File: config.mk
export PLATFORM = sky130hd
export DESIGN_NAME = pfpm_mux_top
export DESIGN_NICKNAME = d
export VERILOG_FILES = /design/src/pfpm_pkg.sv /design/src/pfpm_in_router.sv /design/src/pfpm_mux_top.sv /design/src/pfpm_pin_cell.sv
export SDC_FILE = /design/constraint.sdc
export NUM_CORES = 1
export LEC_CHECK = 0
export BUFFER_PORTS_ARGS = -buffer_cell sky130_fd_sc_hd__buf_4
export CORE_UTILIZATION = 45
export DETAILED_ROUTE_END_ITERATION = 16
export PLACE_DENSITY = 0.67
export SYNTH_ARGS = -nofsm -noshare
export SYNTH_HDL_FRONTEND = slang
export SYNTH_SLANG_ARGS = --single-unit
export TNS_END_PERCENT = 5
File: constraint.sdc
create_clock -name clock -period 4.75 [get_ports clock]
set_clock_uncertainty 0.1 [all_clocks]
set_input_delay 0.475 -clock clock [delete_from_list [all_inputs] [get_ports clock]]
set_output_delay 0.475 -clock clock [all_outputs]
set_load 0.03 [all_outputs]
File: src/pfpm_pkg.sv
// pfpm_pkg: shared constants, register map and helpers for the pin function mux
package pfpm_pkg;

    // ********************************
    // sizes
    // ********************************
    localparam int NPINS = 8;
    localparam int NROUT = 4;
    localparam int NRIN = 4;
    localparam int SEL_W = 4;
    localparam int ADDR_W = 6;

    // ********************************
    // register byte offsets
    // ********************************
    localparam logic [5:0] OFF_ANALOG = 6'h00;
    localparam logic [5:0] OFF_DIR = 6'h04;
    localparam logic [5:0] OFF_LATCH = 6'h08;
    localparam logic [5:0] OFF_PORT = 6'h0C;
    localparam logic [5:0] OFF_PULLUP = 6'h10;
    localparam logic [5:0] OFF_PULLDN = 6'h14;
    localparam logic [5:0] OFF_ROUT = 6'h18;
    localparam logic [5:0] OFF_RIN = 6'h1C;

    // ********************************
    // reset values
    // ********************************
    localparam logic [7:0] RST_ANALOG = 8'hFF;
    localparam logic [7:0] RST_DIR = 8'hFF;
    localparam logic [7:0] RST_LATCH = 8'h00;
    localparam logic [7:0] RST_PULL = 8'h00;
    localparam logic [31:0] RST_ROUT = 32'h0000_0000;
    localparam logic [15:0] RST_RIN = 16'h0000;

    // ********************************
    // field layout of select nibbles
    // ********************************
    localparam int RIN_EN_BIT = 3;
    localparam int RIN_PIN_LSB = 0;
    localparam logic [3:0] ROUT_NONE = 4'h0;
    localparam logic [3:0] ROUT_MAX = 4'h4;

    // byte-lane merge used by every writable register
    function automatic logic [31:0] be_merge(input logic [31:0] oldVal,
                                             input logic [31:0] newVal,
                                             input logic [3:0] be);
        logic [31:0] res;
        res = oldVal;
        for (int b = 0; b < 4; b++) begin
            if (be[b]) begin
                res[b*8 +: 8] = newVal[b*8 +: 8];
            end
        end
        return res;
    endfunction : be_merge

    // remappable output code 1..4 picks source 0..3
    function automatic logic [1:0] rout_index(input logic [3:0] code);
        logic [3:0] idx;
        idx = code - 4'h1;
        return idx[1:0];
    endfunction : rout_index

endpackage : pfpm_pkg

File: src/pfpm_in_router.sv
// pfpm_in_router: routes gated pin levels to the remappable peripheral inputs
`timescale 1ns/1ps
`default_nettype none
module pfpm_in_router (
    // select fields, one nibble per remappable input
    input wire logic [pfpm_pkg::NRIN*pfpm_pkg::SEL_W-1:0] inSel,
    // gated pin levels
    input wire logic [pfpm_pkg::NPINS-1:0] digIn,
    // routed values
    output logic [pfpm_pkg::NRIN-1:0] routed
);
    import pfpm_pkg::*;

    // each input reads any pin; nothing stops several sharing one pin
    for (genvar k = 0; k < NRIN; k++) begin : g_route
        logic [2:0] pinIdx;
        assign pinIdx = inSel[k*SEL_W + RIN_PIN_LSB +: 3];
        assign routed[k] = inSel[k*SEL_W + RIN_EN_BIT] & digIn[pinIdx];
    end
endmodule : pfpm_in_router
`default_nettype wire

File: src/pfpm_mux_top.sv
// pfpm_mux_top: pin function priority mux with its Avalon-MM register file
//
// How it works
// - every reset brings all shared analog pins up in analog mode.
// - analog-selected pin reads zero through port and latch reads; input buffer off.
// - writing zero to a pin's analog select bit frees it for digital use.
// - general output driver still works under direction control with analog selected.
// - higher priority pin function overrides all lower ones while it is enabled.
// - at most one output function drives any pin at a time.
// - one remappable output may drive several pins with the same signal.
// - dedicated output beats any remappable output mapped to the pin.
// - remappable inputs may map onto pins owned by dedicated digital functions.
// - dedicated analog function disables all digital inputs; one output may remain.
// - any number of remappable inputs may sample the same pin at once.
// - each pin has independent weak pull-up and pull-down enables.
`timescale 1ns/1ps
`default_nettype none
module pfpm_mux_top (
    // clock and reset
    input wire logic clock,
    input wire logic arst_n,
    input wire logic ce,
    // avalon-mm slave
    input wire logic [pfpm_pkg::ADDR_W-1:0] avsAddress,
    input wire logic avsRead,
    input wire logic avsWrite,
    input wire logic [31:0] avsWritedata,
    input wire logic [3:0] avsByteenable,
    output logic [31:0] avsReaddata,
    output logic avsWaitrequest,
    // pins
    input wire logic [pfpm_pkg::NPINS-1:0] pinIn,
    output logic [pfpm_pkg::NPINS-1:0] pinOut,
    output logic [pfpm_pkg::NPINS-1:0] pinOe,
    output logic [pfpm_pkg::NPINS-1:0] pullUpEn,
    output logic [pfpm_pkg::NPINS-1:0] pullDownEn,
    output logic [pfpm_pkg::NPINS-1:0] inBufEn,
    // dedicated peripheral functions
    input wire logic [pfpm_pkg::NPINS-1:0] dedOutEn,
    input wire logic [pfpm_pkg::NPINS-1:0] dedOutVal,
    input wire logic [pfpm_pkg::NPINS-1:0] dedAnaEn,
    // remappable peripheral functions
    input wire logic [pfpm_pkg::NROUT-1:0] remapOutVal,
    output logic [pfpm_pkg::NRIN-1:0] remapInVal
);
    import pfpm_pkg::*;

    // ********************************
    // register state
    // ********************************
    logic [7:0] anaSel_r;
    logic [7:0] dir_r;
    logic [7:0] lat_r;
    logic [7:0] pullUp_r;
    logic [7:0] pullDn_r;
    logic [31:0] routSel_r;
    logic [15:0] rinSel_r;
    logic waitReq_r;
    logic [31:0] rdData_r;

    logic wrFire;
    logic [31:0] rdData_nxt;
    logic [NPINS-1:0] drvOe;
    logic [NPINS-1:0] drvVal;
    logic [NPINS-1:0] digIn;
    logic [NPINS-1:0] bufEn;
    logic [NRIN-1:0] routed;
    logic [7:0] analogOn;

    assign analogOn = anaSel_r | dedAnaEn;

    // ********************************
    // bus handshake
    // ********************************

    // waitrequest drops for one cycle after a request is seen; a write lands
    // and read data is valid on the edge the master sees it low
    always_ff @(posedge clock or negedge arst_n) begin
        if (!arst_n) begin
            waitReq_r <= 1'b1;
        end else if (ce) begin
            if ((avsRead || avsWrite) && waitReq_r) begin
                waitReq_r <= 1'b0;
            end else begin
                waitReq_r <= 1'b1;
            end
        end
    end

    assign wrFire = ce && avsWrite && !waitReq_r;
    assign avsWaitrequest = waitReq_r;
    assign avsReaddata = rdData_r;

    // read mux; unmapped offsets read as zero
    always_comb begin
        rdData_nxt = 32'h0000_0000;
        case (avsAddress & 6'h3C)
            OFF_ANALOG: rdData_nxt = {24'h00_0000, anaSel_r};
            OFF_DIR: rdData_nxt = {24'h00_0000, dir_r};
            OFF_LATCH: rdData_nxt = {24'h00_0000, lat_r & ~analogOn};
            OFF_PORT: rdData_nxt = {24'h00_0000, digIn};
            OFF_PULLUP: rdData_nxt = {24'h00_0000, pullUp_r};
            OFF_PULLDN: rdData_nxt = {24'h00_0000, pullDn_r};
            OFF_ROUT: rdData_nxt = routSel_r;
            OFF_RIN: rdData_nxt = {16'h0000, rinSel_r};
            default: rdData_nxt = 32'h0000_0000;
        endcase
    end

    // read data captured as waitrequest falls, held until the next read
    always_ff @(posedge clock or negedge arst_n) begin
        if (!arst_n) begin
            rdData_r <= 32'h0000_0000;
        end else if (ce && avsRead && waitReq_r) begin
            rdData_r <= rdData_nxt;
        end
    end

    // ********************************
    // configuration registers
    // ********************************

    // analog select; every reset returns shared pins to analog
    always_ff @(posedge clock or negedge arst_n) begin
        if (!arst_n) begin
            anaSel_r <= RST_ANALOG;
        end else if (wrFire && (avsAddress & 6'h3C) == OFF_ANALOG) begin
            anaSel_r <= 8'(be_merge({24'h00_0000, anaSel_r}, avsWritedata, avsByteenable));
        end
    end

    // direction, one means input
    always_ff @(posedge clock or negedge arst_n) begin
        if (!arst_n) begin
            dir_r <= RST_DIR;
        end else if (wrFire && (avsAddress & 6'h3C) == OFF_DIR) begin
            dir_r <= 8'(be_merge({24'h00_0000, dir_r}, avsWritedata, avsByteenable));
        end
    end

    // output latch; the port offset writes the latch too, as is usual for gpio
    always_ff @(posedge clock or negedge arst_n) begin
        if (!arst_n) begin
            lat_r <= RST_LATCH;
        end else if (wrFire && ((avsAddress & 6'h3C) == OFF_LATCH ||
                                (avsAddress & 6'h3C) == OFF_PORT)) begin
            lat_r <= 8'(be_merge({24'h00_0000, lat_r}, avsWritedata, avsByteenable));
        end
    end

    // weak pull enables, kept independent so both may be on at once
    always_ff @(posedge clock or negedge arst_n) begin
        if (!arst_n) begin
            pullUp_r <= RST_PULL;
            pullDn_r <= RST_PULL;
        end else if (wrFire) begin
            if ((avsAddress & 6'h3C) == OFF_PULLUP) begin
                pullUp_r <= 8'(be_merge({24'h00_0000, pullUp_r}, avsWritedata,
                                        avsByteenable));
            end
            if ((avsAddress & 6'h3C) == OFF_PULLDN) begin
                pullDn_r <= 8'(be_merge({24'h00_0000, pullDn_r}, avsWritedata,
                                        avsByteenable));
            end
        end
    end

    // remappable selects: one nibble per pin out, one nibble per input in
    always_ff @(posedge clock or negedge arst_n) begin
        if (!arst_n) begin
            routSel_r <= RST_ROUT;
            rinSel_r <= RST_RIN;
        end else if (wrFire) begin
            if ((avsAddress & 6'h3C) == OFF_ROUT) begin
                routSel_r <= be_merge(routSel_r, avsWritedata, avsByteenable);
            end
            if ((avsAddress & 6'h3C) == OFF_RIN) begin
                rinSel_r <= 16'(be_merge({16'h0000, rinSel_r}, avsWritedata, avsByteenable));
            end
        end
    end

    // ********************************
    // pin arbitration
    // ********************************
    for (genvar i = 0; i < NPINS; i++) begin : g_pin
        pfpm_pin_cell u_cell (
            .anaSel(anaSel_r[i]),
            .dirIn(dir_r[i]),
            .latVal(lat_r[i]),
            .remapCode(routSel_r[i*SEL_W +: SEL_W]),
            .dedOutEn(dedOutEn[i]),
            .dedOutVal(dedOutVal[i]),
            .dedAnaEn(dedAnaEn[i]),
            .remapOutVal(remapOutVal),
            .pinIn(pinIn[i]),
            .drvOe(drvOe[i]),
            .drvVal(drvVal[i]),
            .digIn(digIn[i]),
            .bufEn(bufEn[i])
        );
    end

    pfpm_in_router u_router (
        .inSel(rinSel_r),
        .digIn(digIn),
        .routed(routed)
    );

    // pin-facing outputs registered: costs a cycle, keeps pins glitch free
    always_ff @(posedge clock or negedge arst_n) begin
        if (!arst_n) begin
            pinOut <= '0;
            pinOe <= '0;
            inBufEn <= '0;
        end else if (ce) begin
            pinOut <= drvVal;
            pinOe <= drvOe;
            inBufEn <= bufEn;
        end
    end

    always_ff @(posedge clock or negedge arst_n) begin
        if (!arst_n) begin
            pullUpEn <= '0;
            pullDownEn <= '0;
            remapInVal <= '0;
        end else if (ce) begin
            pullUpEn <= pullUp_r;
            pullDownEn <= pullDn_r;
            remapInVal <= routed;
        end
    end

    // ********************************
    // assertions
    // ********************************
    a_reset_analog: assert property (@(posedge clock)
        !arst_n |-> (anaSel_r == RST_ANALOG))
        else $error("analog select not at reset value");

    a_analog_buf_off: assert property (@(posedge clock) disable iff (!arst_n)
        ce |=> ((inBufEn & $past(analogOn)) == 8'h00))
        else $error("input buffer on for analog pin");

    a_port_read_zero: assert property (@(posedge clock) disable iff (!arst_n)
        (ce && avsRead && waitReq_r && (avsAddress & 6'h3C) == OFF_PORT)
        |=> ((avsReaddata[7:0] & $past(analogOn)) == 8'h00))
        else $error("port read not zero on analog pin");

    a_release_digital: assert property (@(posedge clock) disable iff (!arst_n)
        (wrFire && (avsAddress & 6'h3C) == OFF_ANALOG && avsByteenable[0]
         && !avsWritedata[0] && !dedAnaEn[0]) ##1 (ce && !dedAnaEn[0])
        |=> inBufEn[0])
        else $error("pin not released for digital use");

    a_gpio_under_analog: assert property (@(posedge clock) disable iff (!arst_n)
        (ce && anaSel_r[0] && !dedOutEn[0] && routSel_r[3:0] == ROUT_NONE && !dir_r[0])
        |=> (pinOe[0] && pinOut[0] == $past(lat_r[0])))
        else $error("latch driver lost under analog select");

    a_dedicated_wins: assert property (@(posedge clock) disable iff (!arst_n)
        (ce && dedOutEn[1] && routSel_r[7:4] != ROUT_NONE)
        |=> (pinOe[1] && pinOut[1] == $past(dedOutVal[1])))
        else $error("dedicated output did not win");

    a_remap_drives: assert property (@(posedge clock) disable iff (!arst_n)
        (ce && !dedOutEn[2] && routSel_r[11:8] == 4'h3)
        |=> (pinOe[2] && pinOut[2] == $past(remapOutVal[2])))
        else $error("remapped output did not beat latch");

    a_one_output: assert property (@(posedge clock) disable iff (!arst_n)
        (ce && !dedOutEn[2] && routSel_r[11:8] == ROUT_NONE && dir_r[2])
        |=> !pinOe[2])
        else $error("pin driven with no owner");

    a_shared_remap: assert property (@(posedge clock) disable iff (!arst_n)
        (ce && routSel_r[11:8] == routSel_r[15:12] && routSel_r[11:8] != ROUT_NONE
         && routSel_r[11:8] <= ROUT_MAX && !dedOutEn[2] && !dedOutEn[3])
        |=> (pinOut[2] == pinOut[3] && pinOe[2] && pinOe[3]))
        else $error("shared remap pins differ");

    a_shared_input: assert property (@(posedge clock) disable iff (!arst_n)
        (ce && rinSel_r[3:0] == rinSel_r[7:4] && rinSel_r[RIN_EN_BIT])
        |=> (remapInVal[0] == remapInVal[1]))
        else $error("remapped inputs on one pin disagree");

    a_input_on_dedicated: assert property (@(posedge clock) disable iff (!arst_n)
        (ce && dedOutEn[1] && !analogOn[1] && rinSel_r[3:0] == 4'h9)
        |=> (remapInVal[0] == $past(pinIn[1])))
        else $error("input lost on dedicated pin");

    a_dedicated_analog: assert property (@(posedge clock) disable iff (!arst_n)
        (ce && dedAnaEn[1] && rinSel_r[3:0] == 4'h9) |=> !remapInVal[0])
        else $error("digital input alive under analog");

    a_pull_follow: assert property (@(posedge clock) disable iff (!arst_n)
        ce |=> (pullUpEn == $past(pullUp_r) && pullDownEn == $past(pullDn_r)))
        else $error("pull enables do not follow registers");

    a_bus_answer: assert property (@(posedge clock) disable iff (!arst_n)
        (ce && (avsRead || avsWrite) && avsWaitrequest) |=> !avsWaitrequest)
        else $error("bus answer late");

    c_ded_override: cover property (@(posedge clock) disable iff (!arst_n)
        ce && dedOutEn[1] && routSel_r[7:4] != ROUT_NONE);
    c_analog_read: cover property (@(posedge clock) disable iff (!arst_n)
        ce && avsRead && !waitReq_r && (avsAddress & 6'h3C) == OFF_PORT && anaSel_r != 8'h00);
    c_remap_multi: cover property (@(posedge clock) disable iff (!arst_n)
        ce && routSel_r[11:8] == routSel_r[15:12] && routSel_r[11:8] != ROUT_NONE);
endmodule : pfpm_mux_top
`default_nettype wire

File: src/pfpm_pin_cell.sv
// pfpm_pin_cell: output arbitration and input gating for one pin
`timescale 1ns/1ps
`default_nettype none
module pfpm_pin_cell (
    // configuration
    input wire logic anaSel,
    input wire logic dirIn,
    input wire logic latVal,
    input wire logic [3:0] remapCode,
    // peripheral side
    input wire logic dedOutEn,
    input wire logic dedOutVal,
    input wire logic dedAnaEn,
    input wire logic [pfpm_pkg::NROUT-1:0] remapOutVal,
    // pin side
    input wire logic pinIn,
    output logic drvOe,
    output logic drvVal,
    output logic digIn,
    output logic bufEn
);
    import pfpm_pkg::*;

    logic analogOn;
    logic remapHit;

    // analog ownership kills every digital input path but not the driver
    assign analogOn = anaSel | dedAnaEn;
    assign bufEn = ~analogOn;
    assign digIn = pinIn & ~analogOn;
    assign remapHit = (remapCode != ROUT_NONE) && (remapCode <= ROUT_MAX);

    // one driver only: dedicated, then remapped, then the general latch
    always_comb begin
        if (dedOutEn) begin
            drvOe = 1'b1;
            drvVal = dedOutVal;
        end else if (remapHit) begin
            drvOe = 1'b1;
            drvVal = remapOutVal[rout_index(remapCode)];
        end else begin
            drvOe = ~dirIn;
            drvVal = latVal;
        end
    end
endmodule : pfpm_pin_cell
`default_nettype wire

Yosys cells after proc, flatten, opt, wreduce, memory -nomap -nowiden
Index checks and enable logic that the tools add are counted.

Order comparisons: 20. Mux-type cells: 58. Add/subtract/negate cells: 8. Bitwise logic cells: 39. Equality and inequality tests: 7. Reduce and logical (&&, ||, !) cells: 39.

Operators by type and width (number): case mux 32 bit (8 select lines) (1); 2-to-1 mux 1 bit (45); <= comparator 4 x 3 -> 1 bit (second input constant) (8); nonzero test 4 bit (8); < comparator 2 x 3 -> 1 bit (second input constant) (8); AND reduction 3 bit (8); binary-select mux 1 bit (select 2 bit) (8); equality test 4 x 3 -> 1 bit (second input constant) (4); logical AND 1 bit (16); < comparator 3 x 4 -> 1 bit (second input constant) (4); inverter 1 bit (16); subtractor 2 x 1 -> 2 bit (second input constant) (8); bitwise AND 1 bit (12); binary-select mux 1 bit (select 3 bit) (4); bitwise AND 8 bit (1); equality test 4 x 2 -> 1 bit (second input constant) (2); inverter 8 bit (1); bitwise OR 1 bit (8); bitwise OR 8 bit (1); logical NOT 6 bit (1); AND reduction 2 bit (3); equality test 4 x 1 -> 1 bit (second input constant) (1); logical OR 1 bit (2); logical NOT 1 bit (1).

Register bits after elaboration: 165. Word-level logic and storage cells: 190.

Longest topological paths before layout
Gate-level depths: netlist of run 1.

Depth after elaboration: 6. Depth in mapped cells: 7. Gate-level depth less buffers: 6.

By module
A second synthesis of run 1 with hierarchy kept.

Cells, all modules: 610. Area, all modules: 8049.0 um^2.

By module, submodules not included: pfpm_mux_top (instances 1, area each 6952.9 um^2, cells an instance 486, seq. area each 4150.2 um^2); pfpm_pin_cell (instances 8, area each 101.3 um^2, cells an instance 12, seq. area each 0.0 um^2); pfpm_in_router (instances 1, area each 285.3 um^2, cells an instance 28, seq. area each 0.0 um^2).

Worst setup path before layout of run 1
OpenSTA, ideal clock, no wires.

Kind: input port to flip-flop. From: input port avsAddress[5] in the netlist's numbering. To: register pullUp_r[0]. Library setup time: 0.125 ns. Setup slack: 2.816 ns. Arrival time: 1.709 ns. Data required time: 4.525 ns. Cell stages on the path: 4. Path buffers: 1. Cell sequence: buf_2 -> or3b_4 -> nor3_4 -> mux2_2.

Word-level cells in the longest chain between the ends: 2.

Ends and longest elaborated chain: from (decl) (line pfpm_mux_top.sv:24) `input wire logic [pfpm_pkg::ADDR_W-1:0] avsAddress,`; equality test 4 x 3 -> 1 bit (line pfpm_mux_top.sv:157) `if ((avsAddress & 6'h3C) == OFF_PULLUP) begin`; AND reduction 3 bit (no source line); to (signal assigned) (line pfpm_mux_top.sv:158) `pullUp_r <= 8'(be_merge({24'h00_0000, pullUp_r}, avsWritedata,`; to (decl) (line pfpm_mux_top.sv:54) `logic [7:0] pullUp_r;`.

No other way between the ends. A chain may end at the register's enable or synchronous reset.

Worst setup path after layout of run 1
From: input port avsAddress[4] in the netlist's numbering. To: register routSel_r[2].

Word-level cells in the longest chain between the ends: 2.

Ends and longest elaborated chain: equality test 4 x 3 -> 1 bit (line pfpm_mux_top.sv:174) `if ((avsAddress & 6'h3C) == OFF_ROUT) begin`; AND reduction 3 bit (no source line); to (signal assigned) (line pfpm_mux_top.sv:175) `routSel_r <= be_merge(routSel_r, avsWritedata, avsByteenable);`; to (decl) (line pfpm_mux_top.sv:56) `logic [31:0] routSel_r;`.

No other way between the ends.

==> results.md, run 1 <==
- Slew @ Worst Pin: 1150 ps
- Total power: 3.56 mW
- IO buf count: 157
- Drt wl/cell: 21.2 um
- # rows: 48
- Synthesized area: 8070 um2
- Routed vias: 6119
- Peak VDD IR: 0.000253 V
- First-pass GRT wire length: 35000 um
- Initial core utilization: 46.3%
- GRT Overall Usage: 25.3%
- Finished Core Util: 57.3%
- Synthesized instance count: 664
- Top-area cell type share of the netlist area: 45.9%
- Count leader, synth: dfrtp_1
- Seq cells post-synth: 165
- Relative slew slack: 23.0%
- Period utilization: 52.7%
- DRC: 0
- CP Class: input pin to flop
- Final Max Slew Viols: 0
- Maximum clock rate: 400 MHz
- CTS Buffer Depth: 2
- Root buffer cell: clkbuf_16
- Layout area overhead: 23.7%
- Minimum clock period: 2500 ps
- Total CTS buffers: 17
- Synth Area per Inst: 12.2 um2
- Seq/Total Area, Yosys: 51.4%
- Max Cap Viol: 0
- Num ports: 160
- Post-cts resize count: 0
- Cell taking the most area after synthesis: dfrtp_1
- Total setup buffers inserted after CTS: 0
- N_diodes: 0
- Synth cell count leaders: dfrtp_1, mux2_2, nand2_1
- Highest net fanout along the worst path: 30
- Top_reg_cell synth: dfrtp_1
- Total gr overflow: 0
- CTS tree: built
- Nets: 901
- WP data arrival: 2710 ps
- Placed Cells: 1016
- Post-Route WL: 22200 um
- DR iter-0 viols: 420
- Worst r2r src: anaSel_r[7]
- Final Hold Viols: 0
- Die W: 136 um
- Worst setup EP type: flop
- Fin cells: 1048
- RSZ-0062 raised after global routing: false
- DR vias/cell: 5.84
- Largest net degree at the start of global routing: 98
- Count of flip-flops with a built-in enable after synthesis: 0
- DP HPWL: 15800 um
- Number of global-route vias before repair: 6463
- Die Ht: 136 um
- Share of cells above drive strength 1: 43.0%
- Pre-CTS setup slack: 1810 ps
- Status: finished clean
- Die area: 18500 um2
- CP startpoint: avsAddress[4]
- Post-route setup TNS: 0 ps
- Core Area: 17400 um2
- Worst Hold Class: input pin to async pin
- PwrDens: 356 nW/um2
- Layout fillers: 1500
- Final setup vio count: 0
- Post-route ant nets: 0
- Req. time, crit path: 4960 ps
- Post-Syn Nets: 755
- Initial antenna violation count: 0
- First drt pass iteration count: 5
- Gpl congestion: 0.839
- Startpoint Class: input pin
- Clock slew at reported path FFs: 60 ps
- Count of hold-fix buffers inserted at cts: 0
- H-tree depth: 4
- Lkg Pwr: 4.52 nW
- Synth cell types: 68
- Final worst slack: 2250 ps
- Synth top area cells: dfrtp_1, mux2_2, dfstp_2
- Asr flop ratio synth: 100%
- Clock latency on the worst-skew pair: 430 ps
- Warnings, synthesis: 0
- TritonCTS sink count: 165
critical path, cell delays in order:
cell	delay, ps
buf_4	310
and4bb_2	740
inv_2	250
nor2_2	520
mux2_2	400
final cells by class:
| class | count | area [um2] | area share (%) |
|---|---|---|---|
| multi-input cells | 430 | 3650 | 36.5 |
| inverters | 36 | 135 | 1.35 |
| clock inverters | 9 | 77.6 | 0.777 |
| well taps | 225 | 282 | 2.82 |
| flip-flops and latches | 165 | 4150 | 41.6 |
| repair buffers | 160 | 1200 | 12.1 |
| clock buffers | 23 | 488 | 4.89 |
cell usage in the layout (no fill, tap or decap), types with 3 or more instances in the layout:
cell type | synthesis | layout
o2bb2ai_1 | 8 | 8
clkbuf_8 | 0 | 4
a2111oi_0 | 7 | 7
dfrtp_1 | 148 | 148
mux2i_1 | 11 | 11
o31ai_1 | 11 | 11
and3b_1 | 8 | 8
nor3b_1 | 6 | 6
mux2_1 | 3 | 3
xnor2_1 | 8 | 8
a22oi_1 | 8 | 8
nand3b_1 | 3 | 3
o32ai_1 | 3 | 3
nor2_1 | 19 | 19
a31oi_1 | 6 | 6
mux2_2 | 113 | 113
nor2_2 | 3 | 3
nand2_1 | 56 | 56
or3b_2 | 6 | 6
nand3_1 | 10 | 9
nand2b_1 | 13 | 13
clkbuf_16 | 0 | 17
nor4_1 | 6 | 6
mux4_2 | 12 | 12
a21oi_1 | 9 | 9
a211oi_1 | 13 | 13
buf_4 | 2 | 159
clkinvlp_4 | 0 | 3
clkinv_2 | 0 | 5
o21ai_0 | 29 | 29
ha_1 | 8 | 8
inv_1 | 34 | 34
a32o_1 | 3 | 3
dfstp_2 | 17 | 17
a41oi_1 | 11 | 11
layer usage:
metal  share of wire (%)  GRT usage, %  routed length [um]  up-vias
li1                    -             -                   -     2746
met1                  42          31.7                9330     3097
met2                  50          42.0               11200      230
met3                 4.6          4.36                1030       46
met4                 3.2          12.8                 701        0
met5                   0             0                   0        -
kinds of logic after synthesis:
kind of cell / Yosys count / synth area share (%)
muxes: 139 / 20.9
xor gates and xnor gates: 8 / 0.868
DFF: 165 / 51.4
AOI/OAI and AO/OA: 122 / 10.8
adders and majority gates: 8 / 1.24
and+or+nand+nor: 153 / 11.3
buffers and inverters: 69 / 3.47
state kept, by name (all words and copies together) (netlist names):
register	flops
anaSel_r	8
avsReaddata	32
avsWaitrequest	1
dir_r	8
inBufEn	8
lat_r	8
pinOe	8
pinOut	8
pullDn_r	8
pullDownEn	8
pullUpEn	8
pullUp_r	8
remapInVal	4
rinSel_r	16
routSel_r	32
metrics by stage:
stage          area [um2]  hold WS [ps]
3_5_place_dp         9420           370
5_1_grt              9980           101
4_1_cts              9980          74.6
6_report             9980          35.6
3_3_place_gp         9420           366
2_1_floorplan        8070          79.4
report_power, final:
part           total [mW]  internal (mW)  switching (mW)
registers            1.63           1.53           0.107
clock network        1.32          0.772           0.552
logic               0.599          0.274           0.325
path summary, 6_finish.rpt:
check	endpoint	slack, ps	depth (start not counted)
setup / recovery	routSel_r[2]	2250	5
hold / removal	pullUpEn[4]	40	1
setup reg to reg	remapInVal[0]	2590	4
hold reg to reg	avsReaddata[9]	380	2
max in group asynchronous	anaSel_r[2]	3460	2
min in group clock	inBufEn[1]	150	2
No activity file was read; power rests on OpenSTA's default activity.
==> run 2: changes to the inputs <==
--- a/config.mk
+++ b/config.mk
@@ -5,10 +5,11 @@
 export SDC_FILE = /design/constraint.sdc
 export NUM_CORES = 1
 export LEC_CHECK = 0
+export ABC_AREA = 1
 export BUFFER_PORTS_ARGS = -buffer_cell sky130_fd_sc_hd__buf_4
 export CORE_UTILIZATION = 45
 export DETAILED_ROUTE_END_ITERATION = 16
-export PLACE_DENSITY = 0.67
+export PLACE_DENSITY = 0.7
 export SYNTH_ARGS = -nofsm -noshare
 export SYNTH_HDL_FRONTEND = slang
 export SYNTH_SLANG_ARGS = --single-unit
==> constraint.sdc (replaced) <==
create_clock -name clock -period 2.1 [get_ports clock]
set_clock_uncertainty 0.1 [all_clocks]
set_input_delay 0.21 -clock clock [delete_from_list [all_inputs] [get_ports clock]]
set_output_delay 0.21 -clock clock [all_outputs]
set_load 0.03 [all_outputs]
==> results.md, run 2 <==
- Mux contribution to synthesized area: 0% (was 20.9%)
- Synth Area per Inst: 7.97 um2 (was 12.2 um2)
- Post-route ant nets: 0 (unchanged)
- DR iter-0 viols: 540 (was 420)
- Adder-cell share of the synthesized area: 1.25% (was 1.24%)
- Gpl congestion: 0.885 (was 0.839)
- Pre-CTS setup slack: 226 ps (was 1810 ps)
- Finished Core Util: 60.6% (was 57.3%)
- Seq/Total Area, Yosys: 51.7% (was 51.4%)
- Top_reg_cell synth: dfrtp_1 (unchanged)
- Post-Syn Nets: 1099 (was 755)
- Share of cells above drive strength 1: 20.6% (was 43.0%)
- Period utilization: 96.2%
- IO buf count: 157 (unchanged)
- Total CTS buffers: 17 (unchanged)
- Hold Crit Depth: 3
- Worst r2r src: routSel_r[24] (was anaSel_r[7])
- Root buffer cell: clkbuf_16 (unchanged)
- DRC: 0 (unchanged)
- Count of flip-flops with a built-in enable after synthesis: 0 (unchanged)
- CTS tree: built (unchanged)
- Sequential Power Share: 42.4% (was 45.9%)
- First-pass GRT wire length: 38000 um (was 35000 um)
- Routed vias: 7503 (was 6119)
- Synth cell count leaders: nand2_1, dfrtp_1, o21ai_0 (was dfrtp_1, mux2_2, nand2_1)
- Synth cell types: 27 (was 68)
- Worst Hold Class: input pin to flop (was input pin to async pin)
- Slew @ Worst Pin: 654 ps (was 1150 ps)
- Req. time, crit path: 2310 ps (was 4960 ps)
- Final worst slack: 79.6 ps (was 2250 ps)
- Synth top area cells: dfrtp_1, nand2_1, o21ai_0 (was dfrtp_1, mux2_2, dfstp_2)
- Final setup vio count: 0 (unchanged)
- WP data arrival: 2230 ps (was 2710 ps)
- Asr flop ratio synth: 100% (unchanged)
- Reg2Reg Depth: 9 (was 4)
- Largest net degree at the start of global routing: 56 (was 98)
- Number of global-route vias before repair: 7201 (was 6463)
- Initial core utilization: 46.3% (about the same)
- Reg-to-reg endpoint: pinOut[6] (was remapInVal[0])
- Final Max Slew Viols: 0 (unchanged)
- Nets: 1300 (was 901)
- Combinational fraction of design power: 18.9% (was 16.9%)
- Reg-to-reg slack, setup: 80 ps (was 2590 ps)
- Hold_sp: dedOutEn[6]
- Relative slew slack: 56.2% (was 23.0%)
- Area share of and/or/nand/nor cells after synthesis: 27.5% (was 11.3%)
- Worst setup EP type: flop (unchanged)
- Clock latency on the worst-skew pair: 430 ps (about the same)
- Post-synthesis xor/xnor area fraction: 0% (was 0.868%)
- Drt wl/cell: 16.6 um (was 21.2 um)
- Peak VDD IR: 0.000574 V (was 0.000253 V)
- Layout area overhead: 30.9% (was 23.7%)
- Startpoint Class: flop (was input pin)
- Highest net fanout along the worst path: 3 (was 30)
- CP Class: flop to flop (was input pin to flop)
- DP HPWL: 17100 um (was 15800 um)
- Synthesized area: 8040 um2 (was 8070 um2)
- N_diodes: 0 (unchanged)
- CTS Buffer Depth: 2 (unchanged)
- First drt pass iteration count: 7 (was 5)
- Maximum clock rate: 495 MHz
- Num ports: 160 (unchanged)
- P_int: 6.31 mW (was 2.57 mW)
- Synthesized instance count: 1008 (was 664)
- Count leader, synth: nand2_1 (was dfrtp_1)
- Lkg Pwr: 5.38 nW (was 4.52 nW)
- Total gr overflow: 0 (unchanged)
- Core Area: 17400 um2 (about the same)
- Status: finished clean (unchanged)
- Warnings, synthesis: 0 (unchanged)
- Layout fillers: 1526 (was 1500)
- Initial antenna violation count: 0 (unchanged)
- Max Cap Viol: 0 (unchanged)
- Switching share of power: 29.5% (was 27.7%)
- H-tree depth: 4 (unchanged)
- RSZ-0062 raised after global routing: true (was false)
- Cell taking the most area after synthesis: dfrtp_1 (unchanged)
- Commonest non-fill, non-tap cell in the layout: nand2_1 (was buf_4)
- Post-Route WL: 24100 um (was 22200 um)
- TritonCTS sink count: 165 (unchanged)
- Minimum clock period: 2020 ps
- DR vias/cell: 5.19 (was 5.84)
- # rows: 48 (unchanged)
- PwrDens: 851 nW/um2 (was 356 nW/um2)
- Die Ht: 136 um (about the same)
- Most frequent cells in the layout: nand2_1, buf_4, dfrtp_1, o21ai_0, inv_1 (was buf_4, dfrtp_1, mux2_2, nand2_1, inv_1)
- Worst-case hold path end point: pinOe[6]
- Clock slew at reported path FFs: 70 ps (was 60 ps)
- GRT Overall Usage: 27.3% (was 25.3%)
- Die W: 136 um (about the same)
- Seq cells post-synth: 165 (unchanged)
- Largest family of logic cells by synthesized area: simple AND/OR/NAND/NOR gates (was multiplexers)
- Die area: 18400 um2 (was 18500 um2)
- Clk pwr share: 38.7% (was 37.2%)
- Psw: 2.64 mW (was 985 uW)
- Final Hold Viols: 0 (unchanged)
- Top-area cell type share of the netlist area: 46.1% (was 45.9%)
- Synth Area in Compound Gates: 12.5% (was 10.8%)
run 2: cell types whose count changed after synthesis, moves of 12 or more:
cell,change
nand2_1,+277
nand3_1,+68
o21ai_0,+69
a21oi_1,+47
nor2_1,+45
mux4_2,-12
o21ai_1,+27
mux2_2,-113
inv_1,+61
nand2b_1,-13
a211oi_1,-13
run 2: repair_timing:
| item | 4_1_cts | 5_1_grt |
|---|---|---|
| gates resized for setup | 0 | 5 |
| setup buffers | 0 | 3 |
| endpoints found under the setup margin | 0 | 4 |
| hold buffers | 40 | 0 |
| hold endpoints to repair | 91 | 0 |
run 2: area by class of cell:
type | instances | area [um2] | share of cell area, %
Sequential cell | 165 | 4150 | 39.5
Multi-Input combinational cell | 711 | 3320 | 31.5
Timing Repair Buffer | 214 | 1740 | 16.5
Clock buffer | 18 | 429 | 4.08
Inverter | 100 | 375 | 3.57
Tap cell | 225 | 282 | 2.68
Clock inverter | 13 | 223 | 2.12
run 2: worst max-delay path by stage:
stage | from | endpoint
floorplan | avsWaitrequest | avsReaddata[23]
global placement | avsAddress[3] | routSel_r[22]
detailed placement | avsWaitrequest | avsReaddata[27]
CTS | routSel_r[0] | pinOut[0]
global route | routSel_r[24] | pinOut[6]
finish | routSel_r[24] | pinOut[6]
run 2: through the flow:
step / instance area [um2] / std cells / power [mW] / hold slack [ps] / TNS (ps)
CTS: 10500 / 1443 / 8.98 / 1.34 / 0
global route: 10500 / 1446 / 9.33 / 15.7 / -31.2
global placement: 9430 / 1372 / 5.41 / 98.9 / 0
floorplan: 8040 / 1008 / 4.71 / -186 / 0
finish: 10500 / 1446 / 8.95 / 8.74 / 0
detailed placement: 9430 / 1372 / 5.45 / 109 / 0
run 2: power by group through the flow:
stage / sequential [mW] / clock, mW / combinational, mW
finish: 3.80 / 3.46 / 1.69
global route: 3.83 / 3.62 / 1.87
CTS: 3.79 / 3.51 / 1.67
detailed placement: 3.85 / 0 / 1.60
global placement: 3.84 / 0 / 1.57
floorplan: 4.03 / 0 / 0.685
run 2: critical path: stages, from the launching register on:
cell,delay (ps)
dfrtp_1,390
inv_1,100
ha_1,190
inv_1,50
nand2_1,50
nand3_1,130
nand3b_1,190
nand2_1,80
a21oi_1,60
dlygate4sd3_1,560
run 2: logic make-up (layout without fill, tap and decap cells):
family / Yosys count / count (layout)
simple gates: 508 / 508
compound gates: 195 / 195
flops: 165 / 165
buf+inv: 132 / 345
fa+ha+maj: 8 / 8
run 2: per-layer routing:
metal | vias up | global-route usage (%) | part of all wire [%]
met3 | 28 | 4.53 | 6.6
met4 | 0 | 7.74 | 1.6
li1 | 3665 | - | -
met1 | 3541 | 37.7 | 45
met5 | - | 0 | 0
met2 | 269 | 44.0 | 47
==> run 3: changes to the inputs <==
--- a/config.mk
+++ b/config.mk
@@ -7,9 +7,11 @@
 export LEC_CHECK = 0
 export ABC_AREA = 1
 export BUFFER_PORTS_ARGS = -buffer_cell sky130_fd_sc_hd__buf_4
+export CORE_ASPECT_RATIO = 2
 export CORE_UTILIZATION = 45
 export DETAILED_ROUTE_END_ITERATION = 16
 export PLACE_DENSITY = 0.7
+export SLEW_MARGIN = 20
 export SYNTH_ARGS = -nofsm -noshare
 export SYNTH_HDL_FRONTEND = slang
 export SYNTH_SLANG_ARGS = --single-unit
==> results.md, run 3 (synthesized netlist as in run 2, its figures left out) <==
- Commonest non-fill, non-tap cell in the layout: nand2_1 (unchanged)
- Highest net fanout along the worst path: 5 (was 3)
- Root buffer cell: clkbuf_16 (unchanged)
- IO buf count: 157 (unchanged)
- Nets: 1303 (was 1300)
- Clock latency on the worst-skew pair: 430 ps (about the same)
- Total gr overflow: 0 (unchanged)
- Number of global-route vias before repair: 7341 (was 7201)
- DR iter-0 viols: 529 (was 540)
- Period utilization: 96.3% (was 96.2%)
- First-pass GRT wire length: 37800 um (was 38000 um)
- Sequential Power Share: 44.7% (was 42.4%)
- Worst Hold Class: input pin to flop (unchanged)
- Most frequent cells in the layout: nand2_1, buf_4, dfrtp_1, o21ai_0, inv_1 (unchanged)
- TritonCTS sink count: 165 (unchanged)
- Switching share of power: 31.4% (was 29.5%)
- Hold slack: 6.22 ps (was 8.74 ps)
- Max Cap Viol: 0 (unchanged)
- Startpoint Class: flop (unchanged)
- Clk pwr share: 34.9% (was 38.7%)
- Slew @ Worst Pin: 633 ps (was 654 ps)
- PwrDens: 811 nW/um2 (was 851 nW/um2)
- Initial core utilization: 46.3% (unchanged)
- Peak VDD IR: 0.000519 V (was 0.000574 V)
- Req. time, crit path: 2360 ps (was 2310 ps)
- P_int: 5.82 mW (was 6.31 mW)
- Layout fillers: 1584 (was 1526)
- Largest net degree at the start of global routing: 51 (was 56)
- Final Hold Viols: 0 (unchanged)
- Finished Cell Area: 10500 um2 (about the same)
- Gpl congestion: 0.985 (was 0.885)
- WP data arrival: 2290 ps (was 2230 ps)
- Total CTS buffers: 17 (unchanged)
- Final Max Slew Viols: 0 (unchanged)
- CP Class: flop to flop (unchanged)
- Clock slew at reported path FFs: 60 ps (was 70 ps)
- DRC: 0 (unchanged)
- # rows: 68 (was 48)
- DP HPWL: 18300 um (was 17100 um)
- Combinational fraction of design power: 20.4% (was 18.9%)
- Routed vias: 7501 (was 7503)
- N_diodes: 0 (unchanged)
- Minimum clock period: 2020 ps (about the same)
- Num ports: 160 (unchanged)
- RSZ-0062 raised after global routing: false (was true)
- Total power: 8.49 mW (was 8.95 mW)
- Maximum clock rate: 495 MHz (about the same)
- Final setup vio count: 0 (unchanged)
- Post-Route WL: 24800 um (was 24100 um)
- Core Area: 17400 um2 (unchanged)
- Share of cells above drive strength 1: 20.9% (was 20.6%)
- Relative slew slack: 57.6% (was 56.2%)
- Drt wl/cell: 17.3 um (was 16.6 um)
- Psw: 2.66 mW (was 2.64 mW)
- Initial antenna violation count: 0 (unchanged)
- Area after DPL: 9450 um2 (was 9430 um2)
- Die W: 96.5 um (was 136 um)
- First drt pass iteration count: 5 (was 7)
- CTS tree: built (unchanged)
- GRT Overall Usage: 28.1% (was 27.3%)
- Layout area overhead: 30.2% (was 30.9%)
- Lkg Pwr: 5.34 nW (was 5.38 nW)
- CTS Buffer Depth: 2 (unchanged)
- Die Ht: 191 um (was 136 um)
- Post-route setup TNS: 0 ps (unchanged)
- DR vias/cell: 5.23 (was 5.19)
- H-tree depth: 4 (unchanged)
- Worst setup EP type: flop (unchanged)
- Die area: 18400 um2 (about the same)
- Post-route ant nets: 0 (unchanged)
- Status: finished clean (unchanged)
run 3: changes by cell type in the layout (fill, tap and decap cells not counted), moves of 3 or more:
cell and delta:
clkbuf_8 +3, clkinvlp_4 +3, dlygate4sd3_1 +3, bufinv_16 -5
run 3: critical path, stage by stage, from the launching register on:
cell and delay, ps:
dfrtp_1 410, inv_1 100, ha_1 320, a21oi_1 100
o21ai_0 90, nand3b_1 90, nand2_1 60, a21oi_1 120
dlygate4sd3_1 570
run 3: path summary, 6_finish.rpt:
kind / from / endpoint / slack [ps] / depth (start not counted)
worst min register to register: pullUpEn[7] / pullUpEn[7] / 370 / 2
max in group asynchronous: arst_n / anaSel_r[6] / 1030 / 3
min in group asynchronous: arst_n / pullUpEn[2] / 210 / 2
worst min-delay path: dedOutEn[7] / pinOut[7] / 6 / 4
worst max-delay path: routSel_r[24] / pinOut[6] / 80 / 8
worst max register to register: routSel_r[24] / pinOut[6] / 80 / 8
run 3: repair_timing:
action | in CTS | in global routing
hold buffers | 42 | 0
buffers inserted | 0 | 1
endpoints found under the hold margin | 96 | 0
gates resized for setup | 0 | 8
setup endpoints to repair | 0 | 2
run 3: power groups by stage:
stage / clock network, mW / registers [mW] / logic (mW)
final: 2.96 / 3.79 / 1.73
after floorplan: 0 / 4.03 / 0.685
after CTS: 3.00 / 3.79 / 1.72
after detailed placement: 0 / 3.84 / 1.64
after global placement: 0 / 3.83 / 1.61
after global routing: 3.13 / 3.83 / 1.91
run 3: through the flow:
| step | setup WS (ps) | utilization (%) | instances |
|---|---|---|---|
| 2_1_floorplan | 500 | - | 1008 |
| 6_report | 78.1 | 60.3 | 1435 |
| 5_1_grt | 1.42 | 60.3 | 1435 |
| 3_5_place_dp | 263 | 54.4 | 1360 |
| 3_3_place_gp | 335 | 54.4 | 1360 |
| 4_1_cts | 42.1 | 60.1 | 1434 |
run 3: layout make-up:
| class | count | area (um2) | share of cell area [%] |
|---|---|---|---|
| Inverter | 100 | 375 | 3.59 |
| Clock inverter | 11 | 90.1 | 0.861 |
| Tap cell | 210 | 263 | 2.51 |
| Clock buffer | 21 | 470 | 4.50 |
| Sequential cell | 165 | 4150 | 39.7 |
| Multi-Input combinational cell | 711 | 3330 | 31.9 |
| Timing Repair Buffer | 217 | 1780 | 17.0 |
run 3: layer usage:
layer,vias up,track usage (%),routed length (um)
met1,3467,31.0,9120
met4,0,17.3,1490
met3,92,4.02,1130
met2,281,49.1,13000
met5,-,0,0
li1,3661,-,-
